$ cat config.mk
export PLATFORM = sky130hd
export DESIGN_NAME = cascadable_timer_pair
export DESIGN_NICKNAME = d
export VERILOG_FILES = /design/src/hw/timer_pkg.sv /design/src/hw/timer_clock_select.sv /design/src/hw/cascadable_timer_pair.sv
export VERILOG_INCLUDE_DIRS = /design/src /design/src/hw
export SDC_FILE = /design/constraint.sdc
export NUM_CORES = 1
export LEC_CHECK = 0
export BUFFER_PORTS_ARGS = -buffer_cell sky130_fd_sc_hd__buf_2
export CORE_MARGIN = 5
export CORE_UTILIZATION = 46
export CTS_CLUSTER_SIZE = 24
export DETAILED_ROUTE_END_ITERATION = 10
export PLACE_DENSITY = 0.7
export SETUP_SLACK_MARGIN = 0.2
export SLEW_MARGIN = 20
export SYNTH_ARGS = -nofsm -noshare
export SYNTH_HDL_FRONTEND = slang
export SYNTH_SLANG_ARGS = --single-unit
$ cat constraint.sdc
create_clock -name sys_clk -period 10.2 [get_ports sys_clk]
set_clock_uncertainty 0.1 [all_clocks]
set_input_delay 2.55 -clock sys_clk [delete_from_list [all_inputs] [get_ports sys_clk]]
set_output_delay 2.55 -clock sys_clk [all_outputs]
set_load 0.02 [all_outputs]
$ cat src/hw/timer_defines.svh
// Purpose: Offsets, field positions, codes and reset values of the timer pair
// Assumes: 8-bit APB byte addresses, one 32-bit word per register
// Notes: Definitions only, shared by the timer top and its clock selector
`ifndef TIMER_DEFINES_SVH
`define TIMER_DEFINES_SVH

// ----------------------------------------------------------------
// Register byte offsets
// ----------------------------------------------------------------
`define TMR_OFS_FIRST_CTL 8'h00
`define TMR_OFS_SECOND_CTL 8'h04
`define TMR_OFS_LOW_REF 8'h08
`define TMR_OFS_HIGH_REF 8'h0C
`define TMR_OFS_LOW_CNT 8'h10
`define TMR_OFS_HIGH_CNT 8'h14
`define TMR_OFS_STATUS 8'h18

// ----------------------------------------------------------------
// Control field positions and codes
// ----------------------------------------------------------------
`define TMR_CTL_CASCADE 7
`define TMR_CTL_MODE_HI 6
`define TMR_CTL_MODE_LO 5
`define TMR_CTL_CLEAR 4
`define TMR_CTL_CS_HI 3
`define TMR_CTL_CS_LO 0
`define TMR_CS_STOP 4'h0
`define TMR_CS_EXT_RISE 4'h5
`define TMR_CS_EXT_FALL 4'h6
`define TMR_CS_SUB 4'h7
// Log2 of the divider, one nibble per code 1000..1111
`define TMR_FIRST_DIV_LOG 32'h1234579B
`define TMR_SECOND_DIV_LOG 32'hA8643210

// ----------------------------------------------------------------
// Status bits and reset values
// ----------------------------------------------------------------
`define TMR_ST_FIRST_MATCH 0
`define TMR_ST_FIRST_OVF 1
`define TMR_ST_SECOND_MATCH 2
`define TMR_ST_SECOND_OVF 3
`define TMR_CTL_RESET 8'h00
`define TMR_REF_RESET 8'h00
`define TMR_CNT_RESET 8'h00
`define TMR_TOP16 16'hFFFF
`define TMR_TOP8 16'h00FF

`endif

$ cat src/hw/timer_pkg.sv
// Purpose: Types shared by the timer pair
// Assumes: Constants come from timer_defines.svh
// Notes: Mode codes are the two-bit control mode field
`default_nettype none

package timer_pkg;

  // ----------------------------------------------------------------
  // Operating modes
  // ----------------------------------------------------------------
  typedef enum logic [1:0] {
    MODE_INTERVAL = 2'b00,
    MODE_PWM = 2'b01,
    MODE_CAP_RISE = 2'b10,
    MODE_CAP_FALL = 2'b11
  } mode_t;

  // One counting step: new count and the events it raised
  typedef struct packed {
    logic [15:0] cnt;
    logic reload;
    logic match;
    logic ovf;
    logic cap;
  } step_t;

endpackage : timer_pkg

`default_nettype wire

$ cat src/hw/timer_clock_select.sv
// Purpose: Timer clock source: prescaled system clock, sub clock or external clock
// Assumes: Pins are asynchronous to sys_clk
// Notes: Emits a one-cycle tick per timer clock
`include "timer_defines.svh"
`default_nettype none

module timer_clock_select #(
  parameter logic [31:0] DIV_LOG_TABLE = `TMR_FIRST_DIV_LOG,
  parameter int DIV_W = 11
) (
  input wire logic sys_clk,
  input wire logic reset_n,
  input wire logic [3:0] clockSelect,
  input wire logic extClockIn,
  input wire logic subClockIn,
  output logic tick
);

  logic [DIV_W-1:0] divCnt;
  logic [2:0] extSync;
  logic [2:0] subSync;
  logic extLevel;
  logic subLevel;
  logic extRise;
  logic extFall;
  logic subRise;
  logic [DIV_W-1:0] mask;

  // Low k bits all ones once every 2^k cycles
  function automatic logic [DIV_W-1:0] divMask(input logic [3:0] k);
    logic [DIV_W:0] full;
    full = ({{DIV_W{1'b0}}, 1'b1} << k) - 1'b1;
    return full[DIV_W-1:0];
  endfunction : divMask

  // ----------------------------------------------------------------
  // Pin synchronisers, level taken when second and third agree
  // ----------------------------------------------------------------
  always_ff @(posedge sys_clk)
  begin
    if (!reset_n)
    begin
      extSync <= 3'h0;
      subSync <= 3'h0;
      extLevel <= 1'b0;
      subLevel <= 1'b0;
    end
    else
    begin
      extSync <= {extSync[1:0], extClockIn};
      subSync <= {subSync[1:0], subClockIn};
      if (extSync[1] == extSync[2])
        extLevel <= extSync[2];
      if (subSync[1] == subSync[2])
        subLevel <= subSync[2];
    end
  end

  assign extRise = (extSync[1] == extSync[2]) & extSync[2] & ~extLevel;
  assign extFall = (extSync[1] == extSync[2]) & ~extSync[2] & extLevel;
  assign subRise = (subSync[1] == subSync[2]) & subSync[2] & ~subLevel;
  assign mask = divMask(DIV_LOG_TABLE[{clockSelect[2:0], 2'b00} +: 4]);

  // Free-running divider shared by every prescale tap
  always_ff @(posedge sys_clk)
  begin
    if (!reset_n)
      divCnt <= '0;
    else
      divCnt <= divCnt + 1'b1;
  end

  // Source multiplexer; unused codes give no tick
  always_ff @(posedge sys_clk)
  begin
    if (!reset_n)
      tick <= 1'b0;
    else
      case (clockSelect)
        `TMR_CS_STOP: tick <= 1'b0;
        `TMR_CS_EXT_RISE: tick <= extRise;
        `TMR_CS_EXT_FALL: tick <= extFall;
        `TMR_CS_SUB: tick <= subRise;
        default: tick <= clockSelect[3] & ((divCnt & mask) == mask);
      endcase
  end

endmodule : timer_clock_select

`default_nettype wire

$ cat src/hw/cascadable_timer_pair.sv
// Purpose: Second 8-bit timer and the 16-bit cascade of both timers, APB slave
// Assumes: Pins asynchronous to sys_clk; software writes references before control
// Notes: First timer counts only while cascade is selected
//
// Notes on behaviour
// 8-bit interval match toggles, flags, clears counter
// 8-bit PWM counter runs free, wraps
// 8-bit PWM out high while reference exceeds count
// Software enables the capture pin interrupt
// 8-bit capture copies count to reference, clears
// 8-bit capture flags every counter overflow
// Buffer loads at start, match, overflow
// Software writes reference before control
// Software sets pin, reference, then control
// Cascade forms 16-bit counter, low then high
// Cascade clock from prescaler, sub, external
// Cascade modes interval, capture, PWM
// 16-bit interval match toggles, flags, clears both
// 16-bit PWM counter runs free, wraps
// 16-bit PWM out high while reference exceeds
// 16-bit capture on rising or falling edge
// 16-bit capture copies both bytes, clears
// 16-bit capture flags first timer overflow
// Cascade buffer loads at start, match, overflow
// Software sets pin, both references, then control
// Second clock select codes stop to 1024
// Mode zero selects interval with toggle
// Compare against buffer, not reference register
// Second timer idle while cascaded
// High byte steps on low byte rollover
//
// The APB register port and the address map were decided locally.
`include "timer_defines.svh"
`default_nettype none

module cascadable_timer_pair (
  input wire logic sys_clk,
  input wire logic reset_n,
  input wire logic psel,
  input wire logic penable,
  input wire logic pwrite,
  input wire logic [7:0] paddr,
  input wire logic [31:0] pwdata,
  output logic [31:0] prdata,
  output logic pready,
  output logic pslverr,
  input wire logic first_capture_in,
  input wire logic second_capture_in,
  input wire logic first_ext_clock_in,
  input wire logic second_ext_clock_in,
  input wire logic subClockIn,
  output logic first_toggle_out,
  output logic first_pwm_out,
  output logic second_toggle_out,
  output logic second_pwm_out,
  output logic firstMatchIrq,
  output logic firstOverflowIrq,
  output logic secondMatchIrq,
  output logic secondOverflowIrq
);

  logic [7:0] first_timer_control;
  logic [7:0] second_timer_control;
  logic [7:0] low_reference;
  logic [7:0] high_reference;
  logic [7:0] low_counter;
  logic [7:0] high_counter;
  logic [7:0] lowBuffer;
  logic [7:0] highBuffer;
  logic [3:0] status;
  logic first_counter_clear;
  logic second_counter_clear;
  logic tickFirst;
  logic tickSecond;
  logic [2:0] capSyncFirst;
  logic [2:0] capSyncSecond;
  logic capLevelFirst;
  logic capLevelSecond;
  logic capEdge;
  logic cascade;
  timer_pkg::mode_t modeFirst;
  timer_pkg::mode_t modeSecond;
  timer_pkg::mode_t curMode;
  timer_pkg::step_t st;
  logic [15:0] curCnt;
  logic [15:0] curBuf;
  logic apbSetup;
  logic apbWrite;
  logic mapped;
  logic [31:0] readWord;

  assign cascade = first_timer_control[`TMR_CTL_CASCADE];
  assign modeFirst = timer_pkg::mode_t'(first_timer_control[`TMR_CTL_MODE_HI:`TMR_CTL_MODE_LO]);
  assign modeSecond = timer_pkg::mode_t'(second_timer_control[`TMR_CTL_MODE_HI:`TMR_CTL_MODE_LO]);

  // ----------------------------------------------------------------
  // Clock sources
  // ----------------------------------------------------------------
  // cascade clock select
  timer_clock_select #(.DIV_LOG_TABLE(`TMR_FIRST_DIV_LOG), .DIV_W(11)) firstClock (
    .sys_clk(sys_clk),
    .reset_n(reset_n),
    .clockSelect(first_timer_control[`TMR_CTL_CS_HI:`TMR_CTL_CS_LO]),
    .extClockIn(first_ext_clock_in),
    .subClockIn(subClockIn),
    .tick(tickFirst)
  );

  // second clock select
  timer_clock_select #(.DIV_LOG_TABLE(`TMR_SECOND_DIV_LOG), .DIV_W(11)) secondClock (
    .sys_clk(sys_clk),
    .reset_n(reset_n),
    .clockSelect(second_timer_control[`TMR_CTL_CS_HI:`TMR_CTL_CS_LO]),
    .extClockIn(second_ext_clock_in),
    .subClockIn(subClockIn),
    .tick(tickSecond)
  );

  // ----------------------------------------------------------------
  // Capture pin synchronisers
  // ----------------------------------------------------------------
  always_ff @(posedge sys_clk)
  begin
    if (!reset_n)
    begin
      capSyncFirst <= 3'h0;
      capSyncSecond <= 3'h0;
      capLevelFirst <= 1'b0;
      capLevelSecond <= 1'b0;
    end
    else
    begin
      capSyncFirst <= {capSyncFirst[1:0], first_capture_in};
      capSyncSecond <= {capSyncSecond[1:0], second_capture_in};
      if (capSyncFirst[1] == capSyncFirst[2])
        capLevelFirst <= capSyncFirst[2];
      if (capSyncSecond[1] == capSyncSecond[2])
        capLevelSecond <= capSyncSecond[2];
    end
  end

  // Edge of the agreed level; mode code picks the polarity
  function automatic logic capEdgeOf(input logic [2:0] sync, input logic level,
                                     input timer_pkg::mode_t mode);
    logic agreed;
    agreed = (sync[1] == sync[2]);
    if (mode == timer_pkg::MODE_CAP_FALL)
      return agreed & ~sync[2] & level;
    return agreed & sync[2] & ~level;
  endfunction : capEdgeOf

  // edge polarity select
  assign capEdge = cascade ? capEdgeOf(capSyncFirst, capLevelFirst, modeFirst)
                           : capEdgeOf(capSyncSecond, capLevelSecond, modeSecond);

  // ----------------------------------------------------------------
  // Counting engine, shared by 8-bit and 16-bit widths
  // ----------------------------------------------------------------
  function automatic timer_pkg::step_t stepCounter(input timer_pkg::mode_t mode,
    input logic start, input logic cap, input logic tick,
    input logic [15:0] cnt, input logic [15:0] buff, input logic [15:0] top);
    timer_pkg::step_t s;
    s = '{cnt: cnt, reload: 1'b0, match: 1'b0, ovf: 1'b0, cap: 1'b0};
    if (start)
    begin
      s.cnt = '0;
      s.reload = 1'b1;
    end
    else if (mode[1] && cap)
    begin
      s.cap = 1'b1;
      s.cnt = '0;
    end
    else if (tick)
    begin
      if (!mode[1] && cnt == buff)
      begin
        s.match = 1'b1;
        s.reload = 1'b1;
      end
      if (mode == timer_pkg::MODE_INTERVAL && cnt == buff)
        s.cnt = '0;
      else if (cnt == top)
      begin
        s.ovf = 1'b1;
        s.reload = 1'b1;
        s.cnt = '0;
      end
      else
        s.cnt = cnt + 16'h0001;
    end
    return s;
  endfunction : stepCounter

  // low byte below high byte
  assign curCnt = cascade ? {high_counter, low_counter} : {8'h00, high_counter};
  // compare against the buffer
  assign curBuf = cascade ? {highBuffer, lowBuffer} : {8'h00, highBuffer};
  // cascade mode from first control
  assign curMode = cascade ? modeFirst : modeSecond;
  // 8-bit interval match clears
  // 8-bit PWM free run
  // 16-bit interval match clears
  // 16-bit PWM free run
  // mode zero is interval
  assign st = stepCounter(curMode, cascade ? first_counter_clear : second_counter_clear,
    capEdge, cascade ? tickFirst : tickSecond, curCnt, curBuf,
    cascade ? `TMR_TOP16 : `TMR_TOP8);

  // carry into high byte
  always_ff @(posedge sys_clk)
  begin
    if (!reset_n)
    begin
      low_counter <= `TMR_CNT_RESET;
      high_counter <= `TMR_CNT_RESET;
    end
    else if (cascade)
    begin
      low_counter <= st.cnt[7:0];
      high_counter <= st.cnt[15:8];
    end
    else
      high_counter <= st.cnt[7:0];
  end

  // buffer load on events
  // both bytes reload
  always_ff @(posedge sys_clk)
  begin
    if (!reset_n)
    begin
      lowBuffer <= `TMR_REF_RESET;
      highBuffer <= `TMR_REF_RESET;
    end
    else if (st.reload)
    begin
      highBuffer <= high_reference;
      if (cascade)
        lowBuffer <= low_reference;
    end
  end

  // ----------------------------------------------------------------
  // Pin outputs and event pulses
  // ----------------------------------------------------------------
  // second timer quiet in cascade
  always_ff @(posedge sys_clk)
  begin
    if (!reset_n)
    begin
      first_toggle_out <= 1'b0;
      second_toggle_out <= 1'b0;
      first_pwm_out <= 1'b0;
      second_pwm_out <= 1'b0;
      firstMatchIrq <= 1'b0;
      firstOverflowIrq <= 1'b0;
      secondMatchIrq <= 1'b0;
      secondOverflowIrq <= 1'b0;
    end
    else
    begin
      if (st.match && curMode == timer_pkg::MODE_INTERVAL)
      begin
        if (cascade)
          first_toggle_out <= ~first_toggle_out;
        else
          second_toggle_out <= ~second_toggle_out;
      end
      // 8-bit duty compare
      second_pwm_out <= !cascade && modeSecond == timer_pkg::MODE_PWM && curBuf > curCnt;
      // 16-bit duty compare
      first_pwm_out <= cascade && modeFirst == timer_pkg::MODE_PWM && curBuf > curCnt;
      firstMatchIrq <= cascade & st.match;
      // 16-bit overflow flag
      firstOverflowIrq <= cascade & st.ovf;
      secondMatchIrq <= ~cascade & st.match;
      // 8-bit overflow flag
      secondOverflowIrq <= ~cascade & st.ovf;
    end
  end

  // ----------------------------------------------------------------
  // APB slave, answers in the second access cycle
  // ----------------------------------------------------------------
  assign apbSetup = psel & penable & ~pready;
  assign apbWrite = psel & penable & pready & pwrite;

  always_comb
  begin
    mapped = 1'b1;
    readWord = 32'h0000_0000;
    case (paddr)
      `TMR_OFS_FIRST_CTL: readWord[7:0] = first_timer_control;
      `TMR_OFS_SECOND_CTL: readWord[7:0] = second_timer_control;
      `TMR_OFS_LOW_REF: readWord[7:0] = low_reference;
      `TMR_OFS_HIGH_REF: readWord[7:0] = high_reference;
      `TMR_OFS_LOW_CNT: readWord[7:0] = low_counter;
      `TMR_OFS_HIGH_CNT: readWord[7:0] = high_counter;
      `TMR_OFS_STATUS: readWord[3:0] = status;
      default: mapped = 1'b0;
    endcase
  end

  always_ff @(posedge sys_clk)
  begin
    if (!reset_n)
    begin
      pready <= 1'b0;
      pslverr <= 1'b0;
      prdata <= 32'h0000_0000;
    end
    else
    begin
      pready <= apbSetup;
      pslverr <= apbSetup & ~mapped;
      if (apbSetup)
        prdata <= pwrite ? 32'h0000_0000 : readWord;
    end
  end

  // Control writes; the clear bit only starts and reads back zero
  always_ff @(posedge sys_clk)
  begin
    if (!reset_n)
    begin
      first_timer_control <= `TMR_CTL_RESET;
      second_timer_control <= `TMR_CTL_RESET;
      first_counter_clear <= 1'b0;
      second_counter_clear <= 1'b0;
    end
    else
    begin
      first_counter_clear <= apbWrite && paddr == `TMR_OFS_FIRST_CTL && pwdata[`TMR_CTL_CLEAR];
      second_counter_clear <= apbWrite && paddr == `TMR_OFS_SECOND_CTL
                              && pwdata[`TMR_CTL_CLEAR];
      if (apbWrite && paddr == `TMR_OFS_FIRST_CTL)
        first_timer_control <= pwdata[7:0] & ~(8'h01 << `TMR_CTL_CLEAR);
      if (apbWrite && paddr == `TMR_OFS_SECOND_CTL)
        second_timer_control <= pwdata[7:0] & ~(8'h01 << `TMR_CTL_CLEAR);
    end
  end

  // 8-bit capture into reference
  // both bytes captured
  always_ff @(posedge sys_clk)
  begin
    if (!reset_n)
    begin
      low_reference <= `TMR_REF_RESET;
      high_reference <= `TMR_REF_RESET;
    end
    else if (st.cap)
    begin
      high_reference <= high_counter;
      if (cascade)
        low_reference <= low_counter;
    end
    else if (apbWrite)
    begin
      if (paddr == `TMR_OFS_LOW_REF)
        low_reference <= pwdata[7:0];
      if (paddr == `TMR_OFS_HIGH_REF)
        high_reference <= pwdata[7:0];
    end
  end

  // Sticky event bits, write one to clear; a new event beats the clear
  always_ff @(posedge sys_clk)
  begin
    if (!reset_n)
      status <= 4'h0;
    else
      status <= (status & ~((apbWrite && paddr == `TMR_OFS_STATUS) ? pwdata[3:0] : 4'h0))
                | {secondOverflowIrq, secondMatchIrq, firstOverflowIrq, firstMatchIrq};
  end
endmodule : cascadable_timer_pair

`default_nettype wire

==> metrics list, run 1 <==
- Final routed DRC violation total: 0
- Worst path arrival time: 4.49 ns
- Proportion of layout cells with a drive suffix above 1: between 15 and 20%
* Number of setup violations in the final report: 0
* Synth Warn #: 0
- Area grow syn2layout: 11.8%
- Depth of the most critical reg-to-reg path: 9
- Grt total ovfl: 0
* Drt wl/cell: about 17 µm
- # Max-Cap Violations: 0
- Reg2Reg Launch Point: first_timer_control[7]$_SDFFE_PN0P_
- Setup repair after global routing missed its margin: no
- After synthesis, flip-flops and latches occupy 36.1% of the total area.
* Num rows: 45
- The worst-case IR drop observed on VDD is 0.000116 V.
* Maximum net fanout on the critical path: 19
- Number of hold buffers added after CTS: 0
* Post-CTS setup buffer count: 0
- Summed over all cells, the static leakage comes to 3.00 nW.
* Final cell count without fillers: 1071
- Averaged over all synthesized cells, the footprint is 8.66 µm².
- CP Launch Point: paddr[4]
- The floorplan step defined a core boundary enclosing 0.0153 mm².
- Final Hold Vio Count: 0
- Power Density: about 150 mW/mm²
- Initial DRC Count: 539
* First-pass GRT wire length: 28.7 mm
- In this run the tightest slew margin relative to its limit is a little over two fifths.
- Peak clock frequency supported by timing: approximately 230 MHz
- Post-CTS repair changed the size of 0 cells.
- Following the worst setup path forward leads to its endpoint at second_timer_control[3]$_SDFFE_PN0P_.
* Count of final max-slew check failures: 0
- RD Place Congestion: about 0.92
- At the worst endpoint, the required time is 10.38 ns.
- Measured slew at the worst slew-check pin: between 0.8 and 0.9 ns
- Measured along the x axis, the die boundary spans 135 µm.
* Overall die area: 0.0181 mm²
* Final TNS setup: 0 ns
- Crit Path Class: in -> reg
* Half-perimeter wire length after detailed placement: 12.8 mm
- Most common cell after layout, fill and taps aside: sky130_fd_sc_hd__dfxtp_1
- Worst Setup End Kind: register
- Vias in the first global route: 5529
* Clock insertion delay at the later pin of the skew report: between 0.4 and 0.5 ns
* Placed cell count: 1039
- Initial standard-cell utilization of the core: roughly 47%
* Inserted Clock Buffers: 17
- Total via count in the routed design: 6072
* Kind of launch point of the worst setup path: primary input
- Number of flip-flops and latches in the synthesized netlist: about 130
- Maximum number of pins on one net before global-route repair: 81
- The startpoint identified for the worst hold timing path is capSyncFirst[0]$_SDFF_PN0_.
- Final critical delay including setup and external delays: 4.31 ns
* Clock tree from TritonCTS: built
- For this design the top-level I/O count stands at 92.
- The number of antenna violations at the first check in global routing is 0.
* Final Power: 1.23 mW
- Measured on the finished design, the core utilization comes to between 50% and 60%.
* Number of antenna-violating nets in the routed design: 0
* Combined global-route utilization of all metal layers: 20.0%
* Netlist cell types: 75
- Number of enable flip-flop cells after synthesis: 0
* Commonest non-fill, non-tap cells in the layout: 128 x sky130_fd_sc_hd__dfxtp_1, 91 x sky130_fd_sc_hd__nor2_1, 74 x sky130_fd_sc_hd__nand2_1
- Setup slack on the worst flop-to-flop path: about 6.3 ns
- The worst path uses 42.2% of the clock period.
- For this block, the routed nets add up to 18.1 mm of wire.
- After clock tree synthesis, the clock-pin slew on the worst setup and hold paths is 0.06 ns.
- The synthesized netlist occupies a cell area of 0.00716 mm².
- CTS max path bufs: 2
- Status: completed
* NumNets Final: 930
- H-tree depth reported by CTS: 4
- The path class of the tightest hold or removal check is reg -> reg.
* Proportion of register bits with asynchronous set or reset after synthesis: 0%
- Die Span Y: 135 µm
* Number of antenna repair diodes: 0
- Among all flip-flop cells after synthesis, the most frequent one is sky130_fd_sc_hd__dfxtp_1.
- Number of clock sinks: 129
- For this run, the detailed router's first-pass iteration total came to 5.
* Vias per std cell: 5.67
* Number of port buffers: between 40 and 50
- Post-synthesis cell count: 826
- Worst reg2reg path endpoint: lowBuffer[2]$_SDFFE_PN0P_
- Clock root buffer master: sky130_fd_sc_hd__clkbuf_16
metal layers:
| metal | routed length (µm) | global-route usage, % | part of all wire [%] | vias up |
|---|---|---|---|---|
| met5 | 0 | 0 | 0 | - |
| met4 | 494 | 7.41 | 2.7 | 0 |
| met3 | 1380 | 4.96 | 7.6 | 40 |
| met2 | 8090 | 31.0 | 45 | 231 |
| met1 | 8170 | 27.0 | 45 | 2846 |
| li1 | - | - | - | 2955 |
how the worst min path moves through the flow:
stage                            endpoint  cells after the start
6_report       capSyncFirst[1]$_SDFF_PN0_                      1
2_1_floorplan  capSyncFirst[1]$_SDFF_PN0_                      1
3_5_place_dp   capSyncFirst[1]$_SDFF_PN0_                      1
3_3_place_gp   capSyncFirst[1]$_SDFF_PN0_                      1
4_1_cts        capSyncFirst[1]$_SDFF_PN0_                      1
5_1_grt        capSyncFirst[1]$_SDFF_PN0_                      1
through the flow:
stage | area, µm² | hold slack [ns] | setup slack [ns]
3_3_place_gp | 7340 | 0.314 | 5.49
6_report | 8000 | 0.332 | 5.89
5_1_grt | 8000 | 0.348 | 5.70
3_5_place_dp | 7340 | 0.323 | 5.47
4_1_cts | 8000 | 0.336 | 5.90
2_1_floorplan | 7240 | 0.312 | 6.02
flip-flops by register name, indices dropped and copies added, names as in the netlist, 3 cells and up:
register,count
highBuffer,8
firstClock.extSync,3
firstClock.divCnt,11
low_reference,8
capSyncFirst,3
prdata,8
status,4
first_timer_control,7
high_reference,8
low_counter,8
secondClock.divCnt,10
secondClock.subSync,3
high_counter,8
second_timer_control,7
lowBuffer,8
capSyncSecond,3
secondClock.extSync,3
cell usage after synthesis (all sizes together) (6+ instances only):
master	count	area [µm²]
and2	23	144
or3	17	106
a211oi	18	140
nand3	31	155
nor2b	7	51.3
a21oi	34	170
xnor2	12	105
and3	7	43.8
inv	25	93.8
buf	48	329
a21boi	6	56.3
xor2	14	123
nor3	9	60.1
o21a	9	67.6
mux2i	43	434
clkbuf	19	72.6
nand2	76	290
a22oi	8	65.1
dfxtp	129	2580
nor2	91	342
o22ai	10	62.6
mux2	20	225
o21ai	49	287
ha	33	413
nand4	28	181
layout make-up:
| type | count | area (µm²) |
|---|---|---|
| Clock buffer | 19 | 443 |
| Clock inverter | 13 | 210 |
| Multi-Input combinational cell | 628 | 4160 |
| Tap cell | 211 | 264 |
| Sequential cell | 129 | 2580 |
| Fill cell | 1436 | 7260 |
| Inverter | 25 | 93.8 |
| Timing Repair Buffer | 46 | 238 |
worst max-delay path, stage by stage:
cell                      delay [ns]
sky130_fd_sc_hd__buf_2          0.23
sky130_fd_sc_hd__nor2_1         0.61
sky130_fd_sc_hd__nand2_1        0.18
sky130_fd_sc_hd__nor3_2         0.59
sky130_fd_sc_hd__mux2i_1        0.26
sky130_fd_sc_hd__nor2_1         0.06
kinds of logic (layout without fill, tap and decap cells):
| family | Yosys count | in the layout | share of synthesized area (%) |
|---|---|---|---|
| adder cells (fa/ha/maj) | 33 | 33 | 5.77 |
| other | 1 | 24 | 0.0524 |
| AO/OA/AOI/OAI | 170 | 170 | 16.2 |
| XOR/XNOR | 26 | 26 | 3.18 |
| flip-flops | 129 | 129 | 36.1 |
| buffers and inverters | 92 | 103 | 6.92 |
| AND/OR/NAND/NOR | 310 | 310 | 21.9 |
| multiplexers | 65 | 65 | 9.84 |
power breakdown:
group	internal (mW)	leakage [nW]	switching, mW
Clock	0.440	0.313	0.231
Combinational	0.0117	1.64	0.0332
Sequential	0.509	1.04	0.00368
Total	0.961	3.00	0.268
Power figures use the tool's default switching activity.
==> inputs of run 2 (changes only) <==
--- a/config.mk
+++ b/config.mk
@@ -11,7 +11,7 @@
 export CORE_UTILIZATION = 46
 export CTS_CLUSTER_SIZE = 24
 export DETAILED_ROUTE_END_ITERATION = 10
-export PLACE_DENSITY = 0.7
+export PLACE_DENSITY = 0.72
 export SETUP_SLACK_MARGIN = 0.2
 export SLEW_MARGIN = 20
 export SYNTH_ARGS = -nofsm -noshare
==> constraint.sdc (replaced) <==
create_clock -name sys_clk -period 3.7 [get_ports sys_clk]
set_clock_uncertainty 0.1 [all_clocks]
set_input_delay 0.925 -clock sys_clk [delete_from_list [all_inputs] [get_ports sys_clk]]
set_output_delay 0.925 -clock sys_clk [all_outputs]
set_load 0.02 [all_outputs]
==> metrics list, run 2 (synthesis results as in run 1) <==
* Status: completed
* Hold Crit Class: reg -> reg
* Depth of the most critical reg-to-reg path: 9
* Post-CTS setup buffer count: 0
- Half-perimeter wire length after detailed placement: 12.8 mm
* Post-CTS clock slew at the launch and capture registers of the worst setup and hold paths: 0.06 ns
- Measured slew at the worst slew-check pin: 0.836 ns
- The number of gates resized after CTS was 0.
- Drt wl/cell: 16.9 µm
- The total area inside the core boundary comes to 0.0153 mm².
- Critical path required time: 3.90 ns
* Setup repair after global routing missed its margin: no
- Of all nets on the critical path, the largest fanout is 30.
- Maximum number of pins on one net before global-route repair: 80
- Area grow syn2layout: 12.5%
- Leading registers by flop count: firstClock.divCnt x11, secondClock.divCnt x10
- For this run, design rule violations remaining after detail routing come to 0.
- Initial DRC Count: 460
* Worst setup path endpoint: lowBuffer[1]$_SDFFE_PN0P_
* Worst hold path startpoint: secondClock.extSync[0]$_SDFF_PN0_
* Crit share post-route: 90.6%
- Count of final max-slew check failures: 0
- Worst slew margin relative to its limit: 44.3%
- Derived from the worst setup path, the maximum achievable clock frequency is slightly below 300 MHz.
- The most critical setup path has its startpoint at first_timer_control[7]$_SDFFE_PN0P_.
- Across the run, the number of max-cap violations was 0.
- Most common cell after layout, fill and taps aside: sky130_fd_sc_hd__dfxtp_1
* Max rail drop VDD: 0.000356 V
- Worst path arrival time: 3.55 ns
- Vias per std cell: around 5.6
- Initial standard-cell utilization of the core: 46.9%
* Number of instances on the worst hold path: 1
- The die covers approximately 0.018 mm².
- Commonest non-fill, non-tap cells in the layout: 128 x sky130_fd_sc_hd__dfxtp_1, 91 x sky130_fd_sc_hd__nor2_1, 74 x sky130_fd_sc_hd__nand2_1
- Setup slack on the worst flop-to-flop path: 0.35 ns
- Clock tree from TritonCTS: built
* Number of setup violations in the final report: 0
* Combined global-route utilization of all metal layers: approximately 20%
- Chip Width: 135 µm
* Die Span Y: 135 µm
* Number of port buffers: 43
* Number of antenna-violating nets in the routed design: 0
- Antenna violations before repair: 0
- The endpoint identified for the worst register-to-register timing path is lowBuffer[1]$_SDFFE_PN0P_.
* Final TNS setup: 0 ns
- The final-report hold violation count came to 0.
* Multi-input logic area: approximately 0.0042 mm²
- Number of hold buffers added after CTS: 0
* Inserted Clock Buffers: 17
- Crit Path Class: reg -> reg
- Number of antenna repair diodes: 0
- Number of flip-flops in the largest register: 11
* Number of clock sinks: 129
* Fillers: 1411
- H-tree depth reported by CTS: 4
- Smallest setup slack after layout: 0.346 ns
* RD Place Congestion: around 0.91
- In this run the critical register-to-register path is launched from first_timer_control[7]$_SDFFE_PN0P_.
* CTS max path bufs: 2
- First-pass GRT wire length: 28.9 mm
- At the end of the flow, the number of nets in the layout was 942.
* Register area: 0.00258 mm²
- The floorplan has 45 rows.
- Detailed-route wire length: 18.3 mm
* Clock insertion delay at the later pin of the skew report: 0.43 ns
- For this run, the detailed router's first-pass iteration total came to 7.
* Place WS: 0.361 ns
* Final cell count without fillers: about 1.1k
- Post-Route Utilization: between 50% and 60%
* Total via count in the routed design: 6118
* Vias in the first global route: 5572
* Power Density: 402 mW/mm²
- Leakage Power: 3.04 nW
* Final critical delay including setup and external delays: 3.35 ns
- Clock root buffer master: sky130_fd_sc_hd__clkbuf_16
* Proportion of layout cells with a drive suffix above 1: 16.4%
* Placed cell count: 1051
- Num ports: between 90 and 100
- Kind of launch point of the worst setup path: register
- STA classifies the critical path endpoint as a register.
- The register with the most flip-flops in the final layout is firstClock.divCnt.
- The total overflow left after global routing is 0.
## run 2: changes by cell type in the layout (fill, tap and decap cells not counted), sizes merged
cell	previous run	this run
buf	46	58
bufinv	5	2
clkinv	6	3
clkinvlp	2	3
inv	25	30
## run 2: cell type report
type,instances,share of cell area [%]
Clock buffer,19,5.63
Clock inverter,13,1.85
Inverter,25,1.17
Multi-Input combinational cell,628,51.7
Sequential cell,129,32.1
Tap cell,211,3.28
Timing Repair Buffer,58,4.23
## run 2: how the worst min path moves through the flow
stage	to	slack (ns)
global route	secondClock.extSync[1]$_SDFF_PN0_	0.34
global placement	capSyncFirst[1]$_SDFF_PN0_	0.31
CTS	secondClock.extSync[1]$_SDFF_PN0_	0.33
finish	secondClock.extSync[1]$_SDFF_PN0_	0.33
floorplan	capSyncFirst[1]$_SDFF_PN0_	0.31
detailed placement	capSyncSecond[1]$_SDFF_PN0_	0.32
## run 2: per-layer routing
layer / global-route usage [%] / vias to the layer above / wire [µm]
li1: - / 2987 / -
met1: 27.6 / 2866 / 8250
met2: 30.5 / 237 / 8270
met3: 4.92 / 28 / 1320
met4: 8.31 / 0 / 410
met5: 0 / - / 0
## run 2: power breakdown
group | internal (mW) | leakage (nW) | switching, mW
Sequential | 1.40 | 1.04 | 0.0106
Combinational | 0.0338 | 1.70 | 0.0917
Clock | 1.04 | 0.287 | 0.659
Total | 2.47 | 3.04 | 0.761
## run 2: critical path, cell delays in order (launching register included)
cell and delay [ns]:
sky130_fd_sc_hd__dfxtp_2 0.62, sky130_fd_sc_hd__buf_12 0.25, sky130_fd_sc_hd__mux2i_1 0.35, sky130_fd_sc_hd__ha_1 0.25
sky130_fd_sc_hd__nand4_1 0.13, sky130_fd_sc_hd__nor4_2 0.56, sky130_fd_sc_hd__a32oi_2 0.15, sky130_fd_sc_hd__o21ai_4 0.22
sky130_fd_sc_hd__and2_1 0.48, sky130_fd_sc_hd__o21ai_2 0.12
## run 2: per-stage QoR
step           area, µm²  total power [mW]  hold slack (ns)
6_report            8050              3.24            0.329
5_1_grt             8050              3.35            0.342
4_1_cts             8050              3.26            0.334
3_5_place_dp        7450              1.57            0.320
3_3_place_gp        7450              1.57            0.314
2_1_floorplan       7240              1.55            0.312
==> inputs of run 3 (changes only) <==
--- a/config.mk
+++ b/config.mk
@@ -6,12 +6,14 @@
 export SDC_FILE = /design/constraint.sdc
 export NUM_CORES = 1
 export LEC_CHECK = 0
-export BUFFER_PORTS_ARGS = -buffer_cell sky130_fd_sc_hd__buf_2
+export CELL_PAD_IN_SITES_DETAIL_PLACEMENT = 0
+export CELL_PAD_IN_SITES_GLOBAL_PLACEMENT = 1
 export CORE_MARGIN = 5
-export CORE_UTILIZATION = 46
+export CORE_UTILIZATION = 44
 export CTS_CLUSTER_SIZE = 24
 export DETAILED_ROUTE_END_ITERATION = 10
-export PLACE_DENSITY = 0.72
+export DONT_BUFFER_PORTS = 1
+export PLACE_DENSITY = 0.81
 export SETUP_SLACK_MARGIN = 0.2
 export SLEW_MARGIN = 20
 export SYNTH_ARGS = -nofsm -noshare
==> metrics list, run 3 (synthesis results as in run 1) <==
* Worst path arrival time: 3.47 ns
- Vias per std cell: 5.64
- Combined global-route utilization of all metal layers: 20.4%
- NumNets Final: 904
* Max rail drop VDD: approximately 0.00032 V
- Buffers placed on the I/O ports in this run total 0.
- Net switching is 21.2% of the power.
* Final TNS setup: 0 ns
- Summing all non-filler instances in the final layout gives an area of approximately 0.0079 mm².
- In this design, the critical path's most frequently occurring cell is sky130_fd_sc_hd__mux2i_1.
- The tree is rooted in a sky130_fd_sc_hd__clkbuf_16.
* Top register by number of flip-flops: firstClock.divCnt
- Commonest non-fill, non-tap cells in the layout: 128 x sky130_fd_sc_hd__dfxtp_1, 91 x sky130_fd_sc_hd__nor2_1, 74 x sky130_fd_sc_hd__nand2_1
- The final-report hold violation count was 0.
* CTS max path bufs: 2
- The path with the worst hold slack has its endpoint at secondClock.subSync[1]$_SDFF_PN0_.
- Cell internal power was estimated by the tool at 2.54 mW.
- Die Span Y: roughly 140 µm
- In the final layout, the registers with the most flip-flops are firstClock.divCnt x11, secondClock.divCnt x10.
- Drt wl/cell: 17.9 µm
- Longest individual stage delay on the worst path: between 0.6 and 0.7 ns
* Maximum net fanout on the critical path: 25
* Number of antenna-violating nets in the routed design: 0
- Reg power frac: 43.9%
- Final Power: 3.22 mW
* Number of clock sinks: 129
- Combinational power share: 2.7%
- In this run the cell area measured after placement is between 0.007 and 0.008 mm².
- Clock tree from TritonCTS: built
* Reg2Reg Launch Point: first_timer_control[7]$_SDFFE_PN0P_
- The library cell used most frequently in the layout, excluding fill and tap cells, is sky130_fd_sc_hd__dfxtp_1.
- Inserted Clock Buffers: 17
* Placed cell count: 1018
* Setup repair after global routing missed its margin: no
* Floorplan Core Area: 0.0159 mm²
- Post-CTS clock slew at the launch and capture registers of the worst setup and hold paths: 0.06 ns
- Antenna violations before repair: 0
* Crit Path Class: reg -> reg
- Per report_power, the clock group accounts for between 50% and 60% of the total.
- H-tree depth reported by CTS: 4
- Measured along the x axis, the die boundary spans 138 µm.
- Measured slew at the worst slew-check pin: 0.802 ns
- Excluding fillers, the count of instances in the completed layout stands at 1050.
* Hold Crit Class: reg -> reg
- For this design, the CTS-stage hold fixing added 0 buffers.
- Fillers: about 1.6k
* Worst reg2reg path endpoint: highBuffer[0]$_SDFFE_PN0N_
- Overall die area: 0.0189 mm²
- Setup violations remaining at the end of the flow were counted as 0.
- Once the clock tree was built, the setup fixing pass inserted 0 buffers.
- The first routing iteration left 444 violations.
- Setup slack on the worst flop-to-flop path: 0.42 ns
* Half-perimeter wire length after detailed placement: 13.5 mm
* Critical path's slowest cell: sky130_fd_sc_hd__dfxtp_2
- Detailed-route wire length: 18.7 mm
- Crit share post-route: 88.6%
* Smallest setup slack after layout: 0.421 ns
- Total via count in the routed design: 5919
* Final routed DRC violation total: 0
- Tracing the worst setup path back leads to its startpoint at first_timer_control[7]$_SDFFE_PN0P_.
- At the end of the flow the core is filled with cells to 49.5%.
- Final critical delay including setup and external delays: 3.28 ns
- In this run the most critical hold path is launched from secondClock.subSync[0]$_SDFF_PN0_.
- Kind of launch point of the worst setup path: register
- Final hold analysis gives a worst-case slack of 0.332 ns.
* Pre-Repair DR Iteration Count: 6
* Place WS: just over 0.3 ns
- Area grow syn2layout: 10.3%
* Cell-by-cell trace of the critical path: buf_4, mux2i_1, ha_1, nand4_1, nor4_4, a32oi_2, o21ai_4, buf_12, mux2i_1, nor2_1
* Count of final max-slew check failures: 0
- In the final layout, the share of cells above drive strength 1 is 12.2%.
* Reported net switching power: 0.683 mW
- Status: completed
- The register with the most flip-flops in the layout has 11 of them.
- Along the worst hold path, the cell count comes to 1.
- The initialized floorplan defines 46 standard-cell rows.
- Depth of the most critical reg-to-reg path: 10
- Peak clock frequency supported by timing: 305 MHz
* # Max-Cap Violations: 0
* Worst slew margin relative to its limit: 46.1%
- For this configuration, the core starts out at a cell density of approximately 45%.
* Worst Setup End Kind: register
* Number of antenna repair diodes: 0
* Vias in the first global route: roughly 5.6k
- Maximum number of pins on one net before global-route repair: 48
- Power Density: 408 mW/mm²
- Grt total ovfl: 0
- 92 I/O pins were placed.
* Critical path required time: just under 4 ns
* RD Place Congestion: 0.903
- The clock reaches the later pin of the worst-skew pair after 0.42 ns.
* Leakage Power: 2.88 nW
- The first global-routing pass estimated 29.8 mm of wire.
* CTS resizes: 0
## run 3: final cells by class
cell class	instances	area [µm²]	area share [%]
well taps	216	270	3.42
repair buffers	20	163	2.06
clock buffers	23	478	6.06
multi-input cells	628	4170	52.9
inverters	25	93.8	1.19
clock inverters	9	130	1.65
flip-flops and latches	129	2580	32.7
## run 3: worst max-delay path by stage
stage | to | slack (ns) | depth (start not counted)
detailed placement | highBuffer[5]$_SDFFE_PN0N_ | 0.31 | 10
CTS | highBuffer[1]$_SDFFE_PN0N_ | 0.29 | 10
global route | highBuffer[4]$_SDFFE_PN0N_ | 0.22 | 10
global placement | highBuffer[1]$_SDFFE_PN0N_ | 0.35 | 10
finish | highBuffer[0]$_SDFFE_PN0N_ | 0.42 | 10
floorplan | highBuffer[7]$_SDFFE_PN0N_ | 0.31 | 14
## run 3: worst max-delay path, delay by kind of cell (launching register included)
family | cells | cell delay, ns
AO/OA/AOI/OAI | 2 | 0.52
buffers and inverters | 2 | 0.47
adder cells (fa/ha/maj) | 1 | 0.21
AND/OR/NAND/NOR | 3 | 0.62
multiplexers | 2 | 0.53
flip-flops | 1 | 0.68
## run 3: power by group through the flow
stage | logic [mW] | clock network [mW] | registers (mW)
finish | 0.0860 | 1.72 | 1.42
global placement | 0.0849 | 0 | 1.44
detailed placement | 0.0854 | 0 | 1.45
floorplan | 0.106 | 0 | 1.44
CTS | 0.0858 | 1.75 | 1.41
global route | 0.0963 | 1.83 | 1.42
## run 3: metal layers
layer	routed length [µm]	up-vias	global-route usage [%]
li1	-	2914	-
met1	8350	2750	27.4
met2	8560	221	32.3
met3	1360	34	4.20
met4	480	0	7.37
met5	0	-	0
